===== config.mk =====
export PLATFORM = sky130hd
export DESIGN_NAME = rtc_core
export DESIGN_NICKNAME = d
export VERILOG_FILES = /design/src/verilog/rtc_pkg.sv /design/src/verilog/rtc_core.sv /design/src/verilog/rtc_divider.sv /design/src/verilog/rtc_irq_flags.sv
export SDC_FILE = /design/constraint.sdc
export NUM_CORES = 1
export LEC_CHECK = 0
export ABC_AREA = 1
export BUFFER_PORTS_ARGS = -buffer_cell sky130_fd_sc_hd__buf_2
export CORE_MARGIN = 8
export CORE_UTILIZATION = 50
export CTS_BUF_LIST = sky130_fd_sc_hd__clkbuf_8 sky130_fd_sc_hd__clkbuf_16
export CTS_CLUSTER_DIAMETER = 100
export DETAILED_ROUTE_END_ITERATION = 7
export PLACE_DENSITY = 0.69
export SLEW_MARGIN = 20
export SYNTH_ARGS = -nofsm -noshare
export SYNTH_HDL_FRONTEND = slang
export SYNTH_SLANG_ARGS = --single-unit
export TNS_END_PERCENT = 50

===== constraint.sdc =====
create_clock -name aclk -period 6.2 [get_ports aclk]
set_input_delay 1.86 -clock aclk [delete_from_list [all_inputs] [get_ports aclk]]
set_output_delay 1.86 -clock aclk [all_outputs]
set_load 0.01 [all_outputs]

===== src/verilog/rtc_pkg.sv =====
// Package of constants and helpers for the clock interrupt, divider and square-wave block.
package rtc_pkg;
  // Register indexes; byte address is four times the index.
  localparam logic [5:0] RTC_IDX_SEC = 6'h00;
  localparam logic [5:0] RTC_IDX_A = 6'h0A;
  localparam logic [5:0] RTC_IDX_B = 6'h0B;
  localparam logic [5:0] RTC_IDX_C = 6'h0C;
  localparam logic [5:0] RTC_IDX_D = 6'h0D;
  localparam int RTC_NUM_LOC = 64;
  localparam int RTC_DIV_STAGES = 22;
  // Divider select codes and bypass counts.
  localparam logic [2:0] RTC_DV_4M = 3'h0;
  localparam logic [2:0] RTC_DV_1M = 3'h1;
  localparam logic [2:0] RTC_DV_32K = 3'h2;
  localparam logic [2:0] RTC_DV_RST0 = 3'h6;
  localparam logic [2:0] RTC_DV_RST1 = 3'h7;
  localparam int RTC_BYP_1M = 2;
  localparam int RTC_BYP_32K = 7;
  // Tap offsets for the rate selector.
  localparam logic [4:0] RTC_TAP_BASE = 5'h05;
  localparam logic [4:0] RTC_TAP_BASE_32K = 5'h0C;
  localparam logic [3:0] RTC_RS_LOW_32K_MAX = 4'h2;
  // Field positions: flags in C[6:4], enables in B[6:4] as periodic, alarm, update.
  localparam int RTC_BIT_TOP = 7;
  localparam int RTC_SRC_LSB = 4;
  localparam int RTC_B_SQUARE_WAVE_ENABLE = 3;
  localparam int RTC_SRC_UPD = 0;
  localparam int RTC_SRC_ALM = 1;
  localparam int RTC_SRC_PER = 2;
  // Reset values: divider held in reset, everything disabled.
  localparam logic [7:0] RTC_A_RESET = 8'h60;
  localparam logic [7:0] RTC_B_RESET = 8'h00;
  localparam logic [1:0] RTC_RESP_OKAY = 2'h0;
  localparam logic [1:0] RTC_RESP_SLVERR = 2'h2;

  // True for the two codes that hold the chain in reset.
  function automatic logic rtc_dv_is_reset(input logic [2:0] dv);
    return (dv == RTC_DV_RST0) || (dv == RTC_DV_RST1);
  endfunction

  // True for the three operating time-base codes.
  function automatic logic rtc_dv_is_run(input logic [2:0] dv);
    return (dv == RTC_DV_4M) || (dv == RTC_DV_1M) || (dv == RTC_DV_32K);
  endfunction
endpackage


===== src/verilog/rtc_core.sv =====
// Clock block top: register file over AXI4-Lite, interrupts, divider and square wave.
//
// The placing of the registers and the AXI4-Lite slave port were chosen for this implementation.
`timescale 1ns/10ps
module rtc_core (
  // Clock and reset.
  input wire logic aclk,
  input wire logic aresetn,
  // AXI4-Lite write address.
  input wire logic s_axi_awvalid,
  output logic s_axi_awready,
  input wire logic [31:0] s_axi_awaddr,
  // AXI4-Lite write data.
  input wire logic s_axi_wvalid,
  output logic s_axi_wready,
  input wire logic [31:0] s_axi_wdata,
  input wire logic [3:0] s_axi_wstrb,
  // AXI4-Lite write response.
  output logic s_axi_bvalid,
  input wire logic s_axi_bready,
  output logic [1:0] s_axi_bresp,
  // AXI4-Lite read address.
  input wire logic s_axi_arvalid,
  output logic s_axi_arready,
  input wire logic [31:0] s_axi_araddr,
  // AXI4-Lite read data.
  output logic s_axi_rvalid,
  input wire logic s_axi_rready,
  output logic [31:0] s_axi_rdata,
  output logic [1:0] s_axi_rresp,
  // Time base and alarm comparator.
  input wire logic time_base_tick,
  input wire logic alarm_match,
  // Pins toward the system.
  output logic irq_n,
  output logic square_wave_out,
  output logic update_in_progress
);
  import rtc_pkg::*;

  // ----------------------------------------------------------------
  // Storage and control registers
  // ----------------------------------------------------------------
  logic [7:0] mem_q [0:RTC_NUM_LOC-1];
  logic [6:0] reg_a_q;
  logic [7:0] reg_b_q;
  logic [2:0] divider_select;
  logic [3:0] rate_select;
  logic update_hold;
  logic square_wave_enable;
  logic [2:0] src_enable;

  // ----------------------------------------------------------------
  // Bus channel state
  // ----------------------------------------------------------------
  logic aw_full_q;
  logic [31:0] aw_addr_q;
  logic w_full_q;
  logic [7:0] w_data_q;
  logic w_lane_q;
  logic bvalid_q;
  logic [1:0] bresp_q;
  logic rvalid_q;
  logic [7:0] rdata_q;
  logic [1:0] rresp_q;

  // ----------------------------------------------------------------
  // Divider, selector and interrupt state
  // ----------------------------------------------------------------
  logic [RTC_DIV_STAGES-1:0] taps;
  logic running;
  logic [4:0] tap_idx;
  logic tap_now;
  logic tap_q;
  logic sec_q;
  logic sec_rise;
  logic rate_on;
  logic [2:0] ev_vec;
  logic [2:0] clr_vec;
  logic [2:0] flags;
  logic sqw_q;
  logic uip_q;

  // ----------------------------------------------------------------
  // Address decode
  // ----------------------------------------------------------------
  logic aw_take;
  logic w_take;
  logic wr_fire;
  logic [5:0] widx;
  logic wr_ok;
  logic wr_mem;
  logic rd_fire;
  logic [5:0] ridx;
  logic rd_ok;
  logic rd_is_c;
  logic [7:0] rd_byte;

  // Control fields of registers A and B.
  assign rate_select = reg_a_q[3:0];
  assign divider_select = reg_a_q[6:4];
  assign update_hold = reg_b_q[RTC_BIT_TOP];
  assign src_enable = reg_b_q[RTC_SRC_LSB+2:RTC_SRC_LSB];
  assign square_wave_enable = reg_b_q[RTC_B_SQUARE_WAVE_ENABLE];

  // Write channels are taken independently and held until both are present.
  assign s_axi_awready = !aw_full_q && !bvalid_q;
  assign s_axi_wready = !w_full_q && !bvalid_q;
  assign aw_take = s_axi_awvalid && s_axi_awready;
  assign w_take = s_axi_wvalid && s_axi_wready;
  assign wr_fire = aw_full_q && w_full_q;
  assign widx = aw_addr_q[7:2];
  assign wr_ok = (aw_addr_q[31:8] == 24'h000000);

  // Indexes A to D are kept out of the array, and C and D are never written; every other index is storage.
  assign wr_mem = wr_fire && wr_ok && w_lane_q && (widx != RTC_IDX_A) &&
                  (widx != RTC_IDX_B) && (widx != RTC_IDX_C) &&
                  (widx != RTC_IDX_D);

  // Read decode; one read at a time, the data held until taken.
  assign s_axi_arready = !rvalid_q;
  assign rd_fire = s_axi_arvalid && s_axi_arready;
  assign ridx = s_axi_araddr[7:2];
  assign rd_ok = (s_axi_araddr[31:8] == 24'h000000);
  assign rd_is_c = rd_fire && rd_ok && (ridx == RTC_IDX_C);

  // Read multiplexer; read-only bits come from live state, D reads zero.
  assign rd_byte = !rd_ok ? 8'h00 :
                   (ridx == RTC_IDX_A) ? {uip_q, reg_a_q} :
                   (ridx == RTC_IDX_B) ? reg_b_q :
                   (ridx == RTC_IDX_C) ? {~irq_n, flags, 4'h0} :
                   (ridx == RTC_IDX_D) ? 8'h00 :
                   (ridx == RTC_IDX_SEC) ? {1'b0, mem_q[ridx][6:0]} :
                   mem_q[ridx];

  // ----------------------------------------------------------------
  // Write path
  // ----------------------------------------------------------------

  // Address and data holding registers and the write response.
  always_ff @(posedge aclk) begin
    if (!aresetn) begin
      aw_full_q <= 1'b0;
      aw_addr_q <= 32'h00000000;
      w_full_q <= 1'b0;
      w_data_q <= 8'h00;
      w_lane_q <= 1'b0;
      bvalid_q <= 1'b0;
      bresp_q <= RTC_RESP_OKAY;
    end else begin
      if (aw_take) begin
        aw_full_q <= 1'b1;
        aw_addr_q <= s_axi_awaddr;
      end else if (wr_fire) begin
        aw_full_q <= 1'b0;
      end
      if (w_take) begin
        w_full_q <= 1'b1;
        w_data_q <= s_axi_wdata[7:0];
        w_lane_q <= s_axi_wstrb[0];
      end else if (wr_fire) begin
        w_full_q <= 1'b0;
      end
      if (wr_fire) begin
        bvalid_q <= 1'b1;
        bresp_q <= wr_ok ? RTC_RESP_OKAY : RTC_RESP_SLVERR;
      end else if (s_axi_bready) begin
        bvalid_q <= 1'b0;
      end
    end
  end

  // Control registers; bit 7 of A is status and is not stored.
  always_ff @(posedge aclk) begin
    if (!aresetn) begin
      reg_a_q <= RTC_A_RESET[6:0];
      reg_b_q <= RTC_B_RESET;
    end else if (wr_fire && wr_ok && w_lane_q) begin
      if (widx == RTC_IDX_A) begin
        reg_a_q <= w_data_q[6:0];
      end
      if (widx == RTC_IDX_B) begin
        reg_b_q <= w_data_q;
      end
    end
  end

  // User and time bytes; the array needs no reset.
  always_ff @(posedge aclk) begin
    if (wr_mem) begin
      mem_q[widx] <= w_data_q;
    end
  end

  assign s_axi_bvalid = bvalid_q;
  assign s_axi_bresp = bresp_q;

  // ----------------------------------------------------------------
  // Read path
  // ----------------------------------------------------------------

  // The byte is captured at the address edge, so flags are stable for the read.
  always_ff @(posedge aclk) begin
    if (!aresetn) begin
      rvalid_q <= 1'b0;
      rdata_q <= 8'h00;
      rresp_q <= RTC_RESP_OKAY;
    end else if (rd_fire) begin
      rvalid_q <= 1'b1;
      rdata_q <= rd_byte;
      rresp_q <= rd_ok ? RTC_RESP_OKAY : RTC_RESP_SLVERR;
    end else if (s_axi_rready) begin
      rvalid_q <= 1'b0;
    end
  end

  assign s_axi_rvalid = rvalid_q;
  assign s_axi_rdata = {24'h000000, rdata_q};
  assign s_axi_rresp = rresp_q;

  // ----------------------------------------------------------------
  // Divider chain and tap selector
  // ----------------------------------------------------------------

  rtc_divider #(
    .STAGES(RTC_DIV_STAGES)
  ) u_divider (
    .aclk(aclk),
    .aresetn(aresetn),
    .time_base_tick(time_base_tick),
    .divider_select(divider_select),
    .taps(taps),
    .running(running)
  );

  // The slow base has no low taps, so its two fastest codes use higher ones.
  assign tap_idx = ((divider_select == RTC_DV_32K) && (rate_select <= RTC_RS_LOW_32K_MAX)) ?
                   5'(rate_select) + RTC_TAP_BASE_32K :
                   5'(rate_select) + RTC_TAP_BASE;
  assign tap_now = taps[tap_idx];
  assign rate_on = running && (rate_select != 4'h0);

  // The chain starts from zero, so its top stage first rises after half a second.
  assign sec_rise = taps[RTC_DIV_STAGES-1] && !sec_q;

  // Event sources; hold stops updates but never the periodic tick.
  assign ev_vec[RTC_SRC_PER] = rate_on && tap_now && !tap_q;
  assign ev_vec[RTC_SRC_ALM] = alarm_match;
  assign ev_vec[RTC_SRC_UPD] = running && sec_rise && !update_hold;

  // Edge history, square wave and update status.
  always_ff @(posedge aclk) begin
    if (!aresetn) begin
      tap_q <= 1'b0;
      sec_q <= 1'b0;
      sqw_q <= 1'b0;
      uip_q <= 1'b0;
    end else begin
      tap_q <= tap_now;
      sec_q <= taps[RTC_DIV_STAGES-1];
      sqw_q <= square_wave_enable && rate_on && tap_now;
      uip_q <= ev_vec[RTC_SRC_UPD];
    end
  end

  assign square_wave_out = sqw_q;
  assign update_in_progress = uip_q;

  // ----------------------------------------------------------------
  // Interrupt flags
  // ----------------------------------------------------------------

  // A read of C clears exactly the flags it returned.
  assign clr_vec = rd_is_c ? flags : 3'h0;

  rtc_irq_flags #(
    .N(3)
  ) u_flags (
    .aclk(aclk),
    .aresetn(aresetn),
    .set(ev_vec),
    .clr(clr_vec),
    .en(src_enable),
    .flags(flags),
    .irq_n(irq_n)
  );

  // ----------------------------------------------------------------
  // Checks
  // ----------------------------------------------------------------

  chk_read_clear:
    assert property (@(posedge aclk) disable iff (!aresetn)
      rd_is_c |=> ((flags & $past(flags) & ~$past(ev_vec)) == 3'h0))
    else $error("Flag read from C was not cleared.");

  chk_read_keep:
    assert property (@(posedge aclk) disable iff (!aresetn)
      (rd_is_c && (ev_vec != 3'h0)) |=> ((flags & $past(ev_vec)) == $past(ev_vec)))
    else $error("Event during a C read was lost.");

  chk_any_interrupt_flag_bit:
    assert property (@(posedge aclk) disable iff (!aresetn)
      rd_is_c |=> (s_axi_rdata[7] == !$past(irq_n)))
    else $error("Summary bit does not match the request pin.");

  chk_enable_now:
    assert property (@(posedge aclk) disable iff (!aresetn)
      (wr_fire && wr_ok && w_lane_q && (widx == RTC_IDX_B) && !rd_is_c &&
       ((w_data_q[6:4] & flags) != 3'h0)) |=> !irq_n)
    else $error("Enable of a set flag did not raise the request.");

  chk_sqw_off:
    assert property (@(posedge aclk) disable iff (!aresetn)
      (rate_select == 4'h0) |=> !square_wave_out)
    else $error("Square wave active with rate code zero.");

  chk_reset_quiet:
    assert property (@(posedge aclk) disable iff (!aresetn)
      rtc_dv_is_reset(divider_select) |-> !ev_vec[RTC_SRC_PER] ##1 !square_wave_out)
    else $error("Periodic tick or square wave during divider reset.");

  chk_update_hold:
    assert property (@(posedge aclk) disable iff (!aresetn)
      (update_hold || !running) |-> !ev_vec[RTC_SRC_UPD])
    else $error("Update event while held or stopped.");

  chk_seconds_top:
    assert property (@(posedge aclk) disable iff (!aresetn)
      (rd_fire && rd_ok && (ridx == RTC_IDX_SEC || ridx == RTC_IDX_D)) |=>
        !s_axi_rdata[7])
    else $error("Non-storage bit read back as one.");

  chk_write_resp:
    assert property (@(posedge aclk) disable iff (!aresetn)
      wr_fire |=> s_axi_bvalid)
    else $error("Write response missing after both channels.");
endmodule


===== src/verilog/rtc_divider.sv =====
// Binary divider chain with time-base bypass and reset codes.
`timescale 1ns/10ps
module rtc_divider #(
  parameter int STAGES = 22
) (
  // Clock and reset.
  input wire logic aclk,
  input wire logic aresetn,
  // Time base and control.
  input wire logic time_base_tick,
  input wire logic [2:0] divider_select,
  // Divider state.
  output logic [STAGES-1:0] taps,
  output logic running
);
  import rtc_pkg::*;

  logic [STAGES-1:0] cnt_q;
  logic [STAGES-1:0] cnt_d;
  logic [STAGES-1:0] step;
  logic clear;

  // Bypassing stages means adding one at a higher stage of the chain.
  assign clear = rtc_dv_is_reset(divider_select);
  assign running = rtc_dv_is_run(divider_select);
  assign step = (divider_select == RTC_DV_1M) ? (STAGES'(1) << RTC_BYP_1M) :
                (divider_select == RTC_DV_32K) ? (STAGES'(1) << RTC_BYP_32K) :
                STAGES'(1);
  assign cnt_d = clear ? '0 : (running && time_base_tick) ? cnt_q + step : cnt_q;
  assign taps = cnt_q;

  // Chain counter; test codes freeze it.
  always_ff @(posedge aclk) begin
    if (!aresetn) begin
      cnt_q <= '0;
    end else begin
      cnt_q <= cnt_d;
    end
  end

  chk_div_clear:
    assert property (@(posedge aclk) disable iff (!aresetn)
      rtc_dv_is_reset(divider_select) |=> (taps == '0))
    else $error("Divider chain not cleared by reset code.");
endmodule


===== src/verilog/rtc_irq_flags.sv =====
// Sticky interrupt flags, enable gating and the active-low request.
`timescale 1ns/10ps
module rtc_irq_flags #(
  parameter int N = 3
) (
  // Clock and reset.
  input wire logic aclk,
  input wire logic aresetn,
  // Events, clears and enables.
  input wire logic [N-1:0] set,
  input wire logic [N-1:0] clr,
  input wire logic [N-1:0] en,
  // Flag state and request.
  output logic [N-1:0] flags,
  output logic irq_n
);
  import rtc_pkg::*;

  logic [N-1:0] flag_q;

  // Each flag sets on its event regardless of enable; a set beats a clear.
  for (genvar i = 0; i < N; i++) begin : g_flag
    always_ff @(posedge aclk) begin
      if (!aresetn) begin
        flag_q[i] <= 1'b0;
      end else begin
        flag_q[i] <= set[i] | (flag_q[i] & ~clr[i]);
      end
    end
  end

  // Request is low while any flag meets its enable.
  assign flags = flag_q;
  assign irq_n = ~|(flag_q & en);

  chk_flag_set:
    assert property (@(posedge aclk) disable iff (!aresetn)
      (set != '0) |=> ((flags & $past(set)) == $past(set)))
    else $error("Event did not set its flag.");

  chk_irq_level:
    assert property (@(posedge aclk) disable iff (!aresetn)
      ((flags & en) != '0) |-> !irq_n)
    else $error("Request not asserted with flag and enable set.");
endmodule


==> impl_results.rst <==
.. list-table::
   :header-rows: 1

   * - Metric
     - Value
   * - Crit share post-route
     - between 70 and 80%
   * - Post-Place Setup Slack
     - around 1.1 ns
   * - Gate Count Post-Synth
     - 2175
   * - CTS max path bufs
     - 3
   * - Die Span Y
     - ~240 µm
   * - Final weighted congestion of routability-driven global placement
     - ~0.86
   * - Area overhead of the layout relative to synthesis
     - 12.1%
   * - Library cells used by synthesis
     - 50
   * - Worst Tran Pin Value
     - roughly 1.1 ns
   * - Number of sinks handled by clock tree synthesis
     - about 600
   * - Pre-Repair DR Iteration Count
     - 6
   * - Number of antenna-violating nets in the routed design
     - 0
   * - Post-detailed-route DRC marker count
     - 0
   * - Number of antenna violations at the first check in global routing
     - 0
   * - Crit path kind
     - input port to flip-flop
   * - Final clock skew
     - 0.0216 ns
   * - Ratio of total power to cell area
     - a little over 300 nW/µm²
   * - Combined area of all synthesized cells
     - 24900 µm²
   * - Hold Fails Final Rpt
     - 0
   * - Synthesis Warnings
     - 0
   * - Post-layout worst setup margin
     - 1.71 ns
   * - CTS H-Tree Depth
     - 2
   * - Register bit total from synthesis
     - 609
   * - Outcome
     - complete, no violations
   * - Most congested layer reported by global routing
     - met2
   * - CTS clk-pin slew, worst paths
     - 0.06 ns
   * - Buffer cell driving the clock tree root
     - sky130_fd_sc_hd__clkbuf_16
   * - Port Buffers
     - 95
   * - Standard-cell rows
     - between 80 and 90
   * - Share of synthesized area occupied by flip-flops and latches
     - between 60% and 70%
   * - Crit path max fanout
     - 42
   * - Top FF cell, synth
     - sky130_fd_sc_hd__edfxtp_1
   * - Total I/O pin count
     - 153
   * - Area of the core
     - about 49000 µm²
   * - Via count of the first global-routing pass
     - between 15000 and 20000
   * - Detailed Place HPWL
     - about 36000 µm
   * - Clk_lat worst skew
     - ~0.63 ns
   * - Number of buffers created by CTS
     - 57
   * - Met2 Track Usage GR
     - 32.9%
   * - Hold Buf Count CTS
     - 0
   * - Fmax achieved
     - roughly 0.22 GHz
   * - Met3 usage in global routing
     - around 3.6%
   * - EDFF count, synth
     - a little over 500
   * - WL per Instance
     - roughly 20 µm
   * - Total Negative Setup Slacks
     - 0 ns
   * - Iteration-0 DRC Markers
     - 1823
   * - Total setup violations reported at the end of the flow
     - 0
   * - Buffers inserted during post-CTS setup optimization
     - 0
   * - Maximum number of pins on one net before global-route repair
     - roughly 110
   * - GRT Overall Usage
     - between 20% and 30%
   * - Wire length of the first global-routing pass
     - about 91000 µm
   * - Count of final max-slew check failures
     - 0
   * - Post-layout min period
     - about 4.5 ns
   * - Data arrival time at the worst-slack endpoint
     - between 4 and 5 ns
   * - Fraction of registers with async set or reset after synthesis
     - 0%
   * - Die Width
     - roughly 240 µm
   * - Unrepaired setup endpoints after global routing
     - false
   * - Routed vias/inst
     - around 5.6
   * - Grt met1 use
     - between 20% and 30%
   * - Global route total overflow
     - 0
   * - Fraction of layout cells with a size suffix above 1
     - 11.3%
   * - Slew headroom
     - 27.7%
   * - Kind of capture point of the worst setup path
     - flip-flop
   * - Peak supply drop
     - 223 µV
   * - Number of antenna cells inserted
     - 0
   * - Synthesized area per cell
     - roughly 11 µm²
   * - Starting utilization of the core area
     - between 50 and 60%
   * - Crit path required time
     - around 6.7 ns
   * - Total wirelength of the detailed-routed design
     - 60200 µm
   * - Vias post-DR
     - between 15000 and 20000
   * - Sort of element at the start of the critical path
     - input port
   * - Number of nets in the final layout
     - roughly 2400
   * - Post-route standard cell area excluding fillers
     - roughly 28000 µm²
   * - Type of the tightest min-delay check
     - flip-flop to flip-flop
   * - Number of max-cap violations
     - 0
   * - Cell area after placement
     - between 20000 and 30000 µm²
   * - PostCTS Resize Cnt
     - 0
   * - Filler cells
     - between 4000 and 5000
   * - Die footprint
     - ~57000 µm²
   * - Static leakage
     - around 0.011 µW
   * - TritonCTS clock tree
     - built
[area by class of cell]
cell class	instances	area (µm²)	share of cell area, %
well taps	664	831	2.98
inverters	102	384	1.38
clock buffers	63	1530	5.49
clock inverters	42	295	1.06
repair buffers	130	776	2.78
multi-input cells	1400	6760	24.2
flip-flops and latches	609	17300	62.1
[logic make-up after synthesis]
group,Yosys count,synth area share (%)
and+or+nand+nor,966,15.7
DFF,609,69.6
AOI/OAI and AO/OA,361,9.59
buffers and inverters,223,4.40
adders and majority gates,11,0.553
xor gates and xnor gates,4,0.171
other,1,0.0151
[layer usage]
metal	routed length, µm	vias up
met5	0	-
met4	1590	0
met3	5690	92
met2	27800	807
met1	25100	8014
li1	-	7837
[sequential cells by signal (all words and copies together), names as in the netlist, 3 cells and up]
| register | count |
|---|---|
| mem_q | 512 |
| rdata_q | 8 |
| reg_b_q | 8 |
| aw_addr_q | 30 |
| u_flags.flags | 3 |
| w_data_q | 8 |
| u_divider.taps | 22 |
| reg_a_q | 7 |
[metrics by stage]
step,std cells,power (µW),util [%],hold slack [ns]
2_1_floorplan,2232,4980,-,0.384
6_report,3010,8500,56.9,0.437
5_1_grt,3010,8730,56.9,0.460
4_1_cts,3010,8520,56.8,0.433
3_5_place_dp,2905,5180,53.1,0.422
3_3_place_gp,2905,5160,53.0,0.418
[critical path, stage by stage]
cell and delay, ns:
sky130_fd_sc_hd__buf_2 0.24, sky130_fd_sc_hd__nand2_1 0.15, sky130_fd_sc_hd__clkinv_2 0.54, sky130_fd_sc_hd__buf_4 0.55, sky130_fd_sc_hd__a22oi_1 0.28, sky130_fd_sc_hd__nand2_1 0.10
sky130_fd_sc_hd__nand2_1 0.10, sky130_fd_sc_hd__nand2_1 0.09, sky130_fd_sc_hd__nor2_1 0.22, sky130_fd_sc_hd__nor2_1 0.10, sky130_fd_sc_hd__nor2_1 0.27, sky130_fd_sc_hd__nand2_1 0.15
sky130_fd_sc_hd__nand2_1 0.10, sky130_fd_sc_hd__nand2_1 0.05, sky130_fd_sc_hd__nand2_1 0.07, sky130_fd_sc_hd__a21oi_1 0.06
[worst paths after layout]
kind              slack [ns]  cells past startpoint            start                 end
setup / recovery        1.71                     16  s_axi_araddr[2]          rdata_q[3]
hold / removal          0.44                      1            sec_q  update_in_progress
setup reg to reg        3.05                      8    aw_addr_q[28]        mem_q[38][2]
hold reg to reg         0.44                      1            sec_q  update_in_progress
[placed cells by master, fill, tap and decap left out, types with 4 or more instances in the layout]
cell and n:
sky130_fd_sc_hd__nand2_1 623, sky130_fd_sc_hd__edfxtp_1 512, sky130_fd_sc_hd__nor2_1 192, sky130_fd_sc_hd__a22oi_1 180
sky130_fd_sc_hd__inv_1 99, sky130_fd_sc_hd__buf_2 95, sky130_fd_sc_hd__dfxtp_1 89, sky130_fd_sc_hd__a21oi_1 75
sky130_fd_sc_hd__nand3_1 63, sky130_fd_sc_hd__clkbuf_16 59, sky130_fd_sc_hd__conb_1 58, sky130_fd_sc_hd__o21ai_0 57
sky130_fd_sc_hd__buf_4 32, sky130_fd_sc_hd__nor3_1 30, sky130_fd_sc_hd__clkinv_1 16, sky130_fd_sc_hd__a211oi_1 14
sky130_fd_sc_hd__nor4_1 12, sky130_fd_sc_hd__nor3_2 12, sky130_fd_sc_hd__clkinv_2 12, sky130_fd_sc_hd__ha_1 11
sky130_fd_sc_hd__nand4_1 10, sky130_fd_sc_hd__o211ai_1 8, sky130_fd_sc_hd__dfxtp_2 8, sky130_fd_sc_hd__inv_2 7
sky130_fd_sc_hd__nor2_2 5, sky130_fd_sc_hd__a22o_1 5, sky130_fd_sc_hd__a21o_1 5, sky130_fd_sc_hd__o21ai_1 4
sky130_fd_sc_hd__clkbuf_8 4
[synth_stat cells (36+ instances only)]
library cell | number | share of area [%]
sky130_fd_sc_hd__nor3_1 | 42 | 0.84
sky130_fd_sc_hd__buf_4 | 37 | 1.1
sky130_fd_sc_hd__inv_1 | 88 | 1.3
sky130_fd_sc_hd__a21oi_1 | 75 | 1.5
sky130_fd_sc_hd__nand2_1 | 624 | 9.4
sky130_fd_sc_hd__edfxtp_1 | 512 | 62
sky130_fd_sc_hd__nor2_1 | 194 | 2.9
sky130_fd_sc_hd__a22oi_1 | 180 | 5.4
sky130_fd_sc_hd__dfxtp_1 | 97 | 7.8
sky130_fd_sc_hd__o21ai_0 | 57 | 1.1
sky130_fd_sc_hd__nand3_1 | 63 | 1.3
sky130_fd_sc_hd__clkbuf_1 | 36 | 0.54
[where the power goes]
| group | switching [µW] | leakage [µW] | internal, µW |
|---|---|---|---|
| Clock | 1500 | 0.000954 | 1900 |
| Sequential | 39.4 | 0.00556 | 4520 |
| Combinational | 401 | 0.00401 | 135 |
Power figures use the tool's default switching activity.
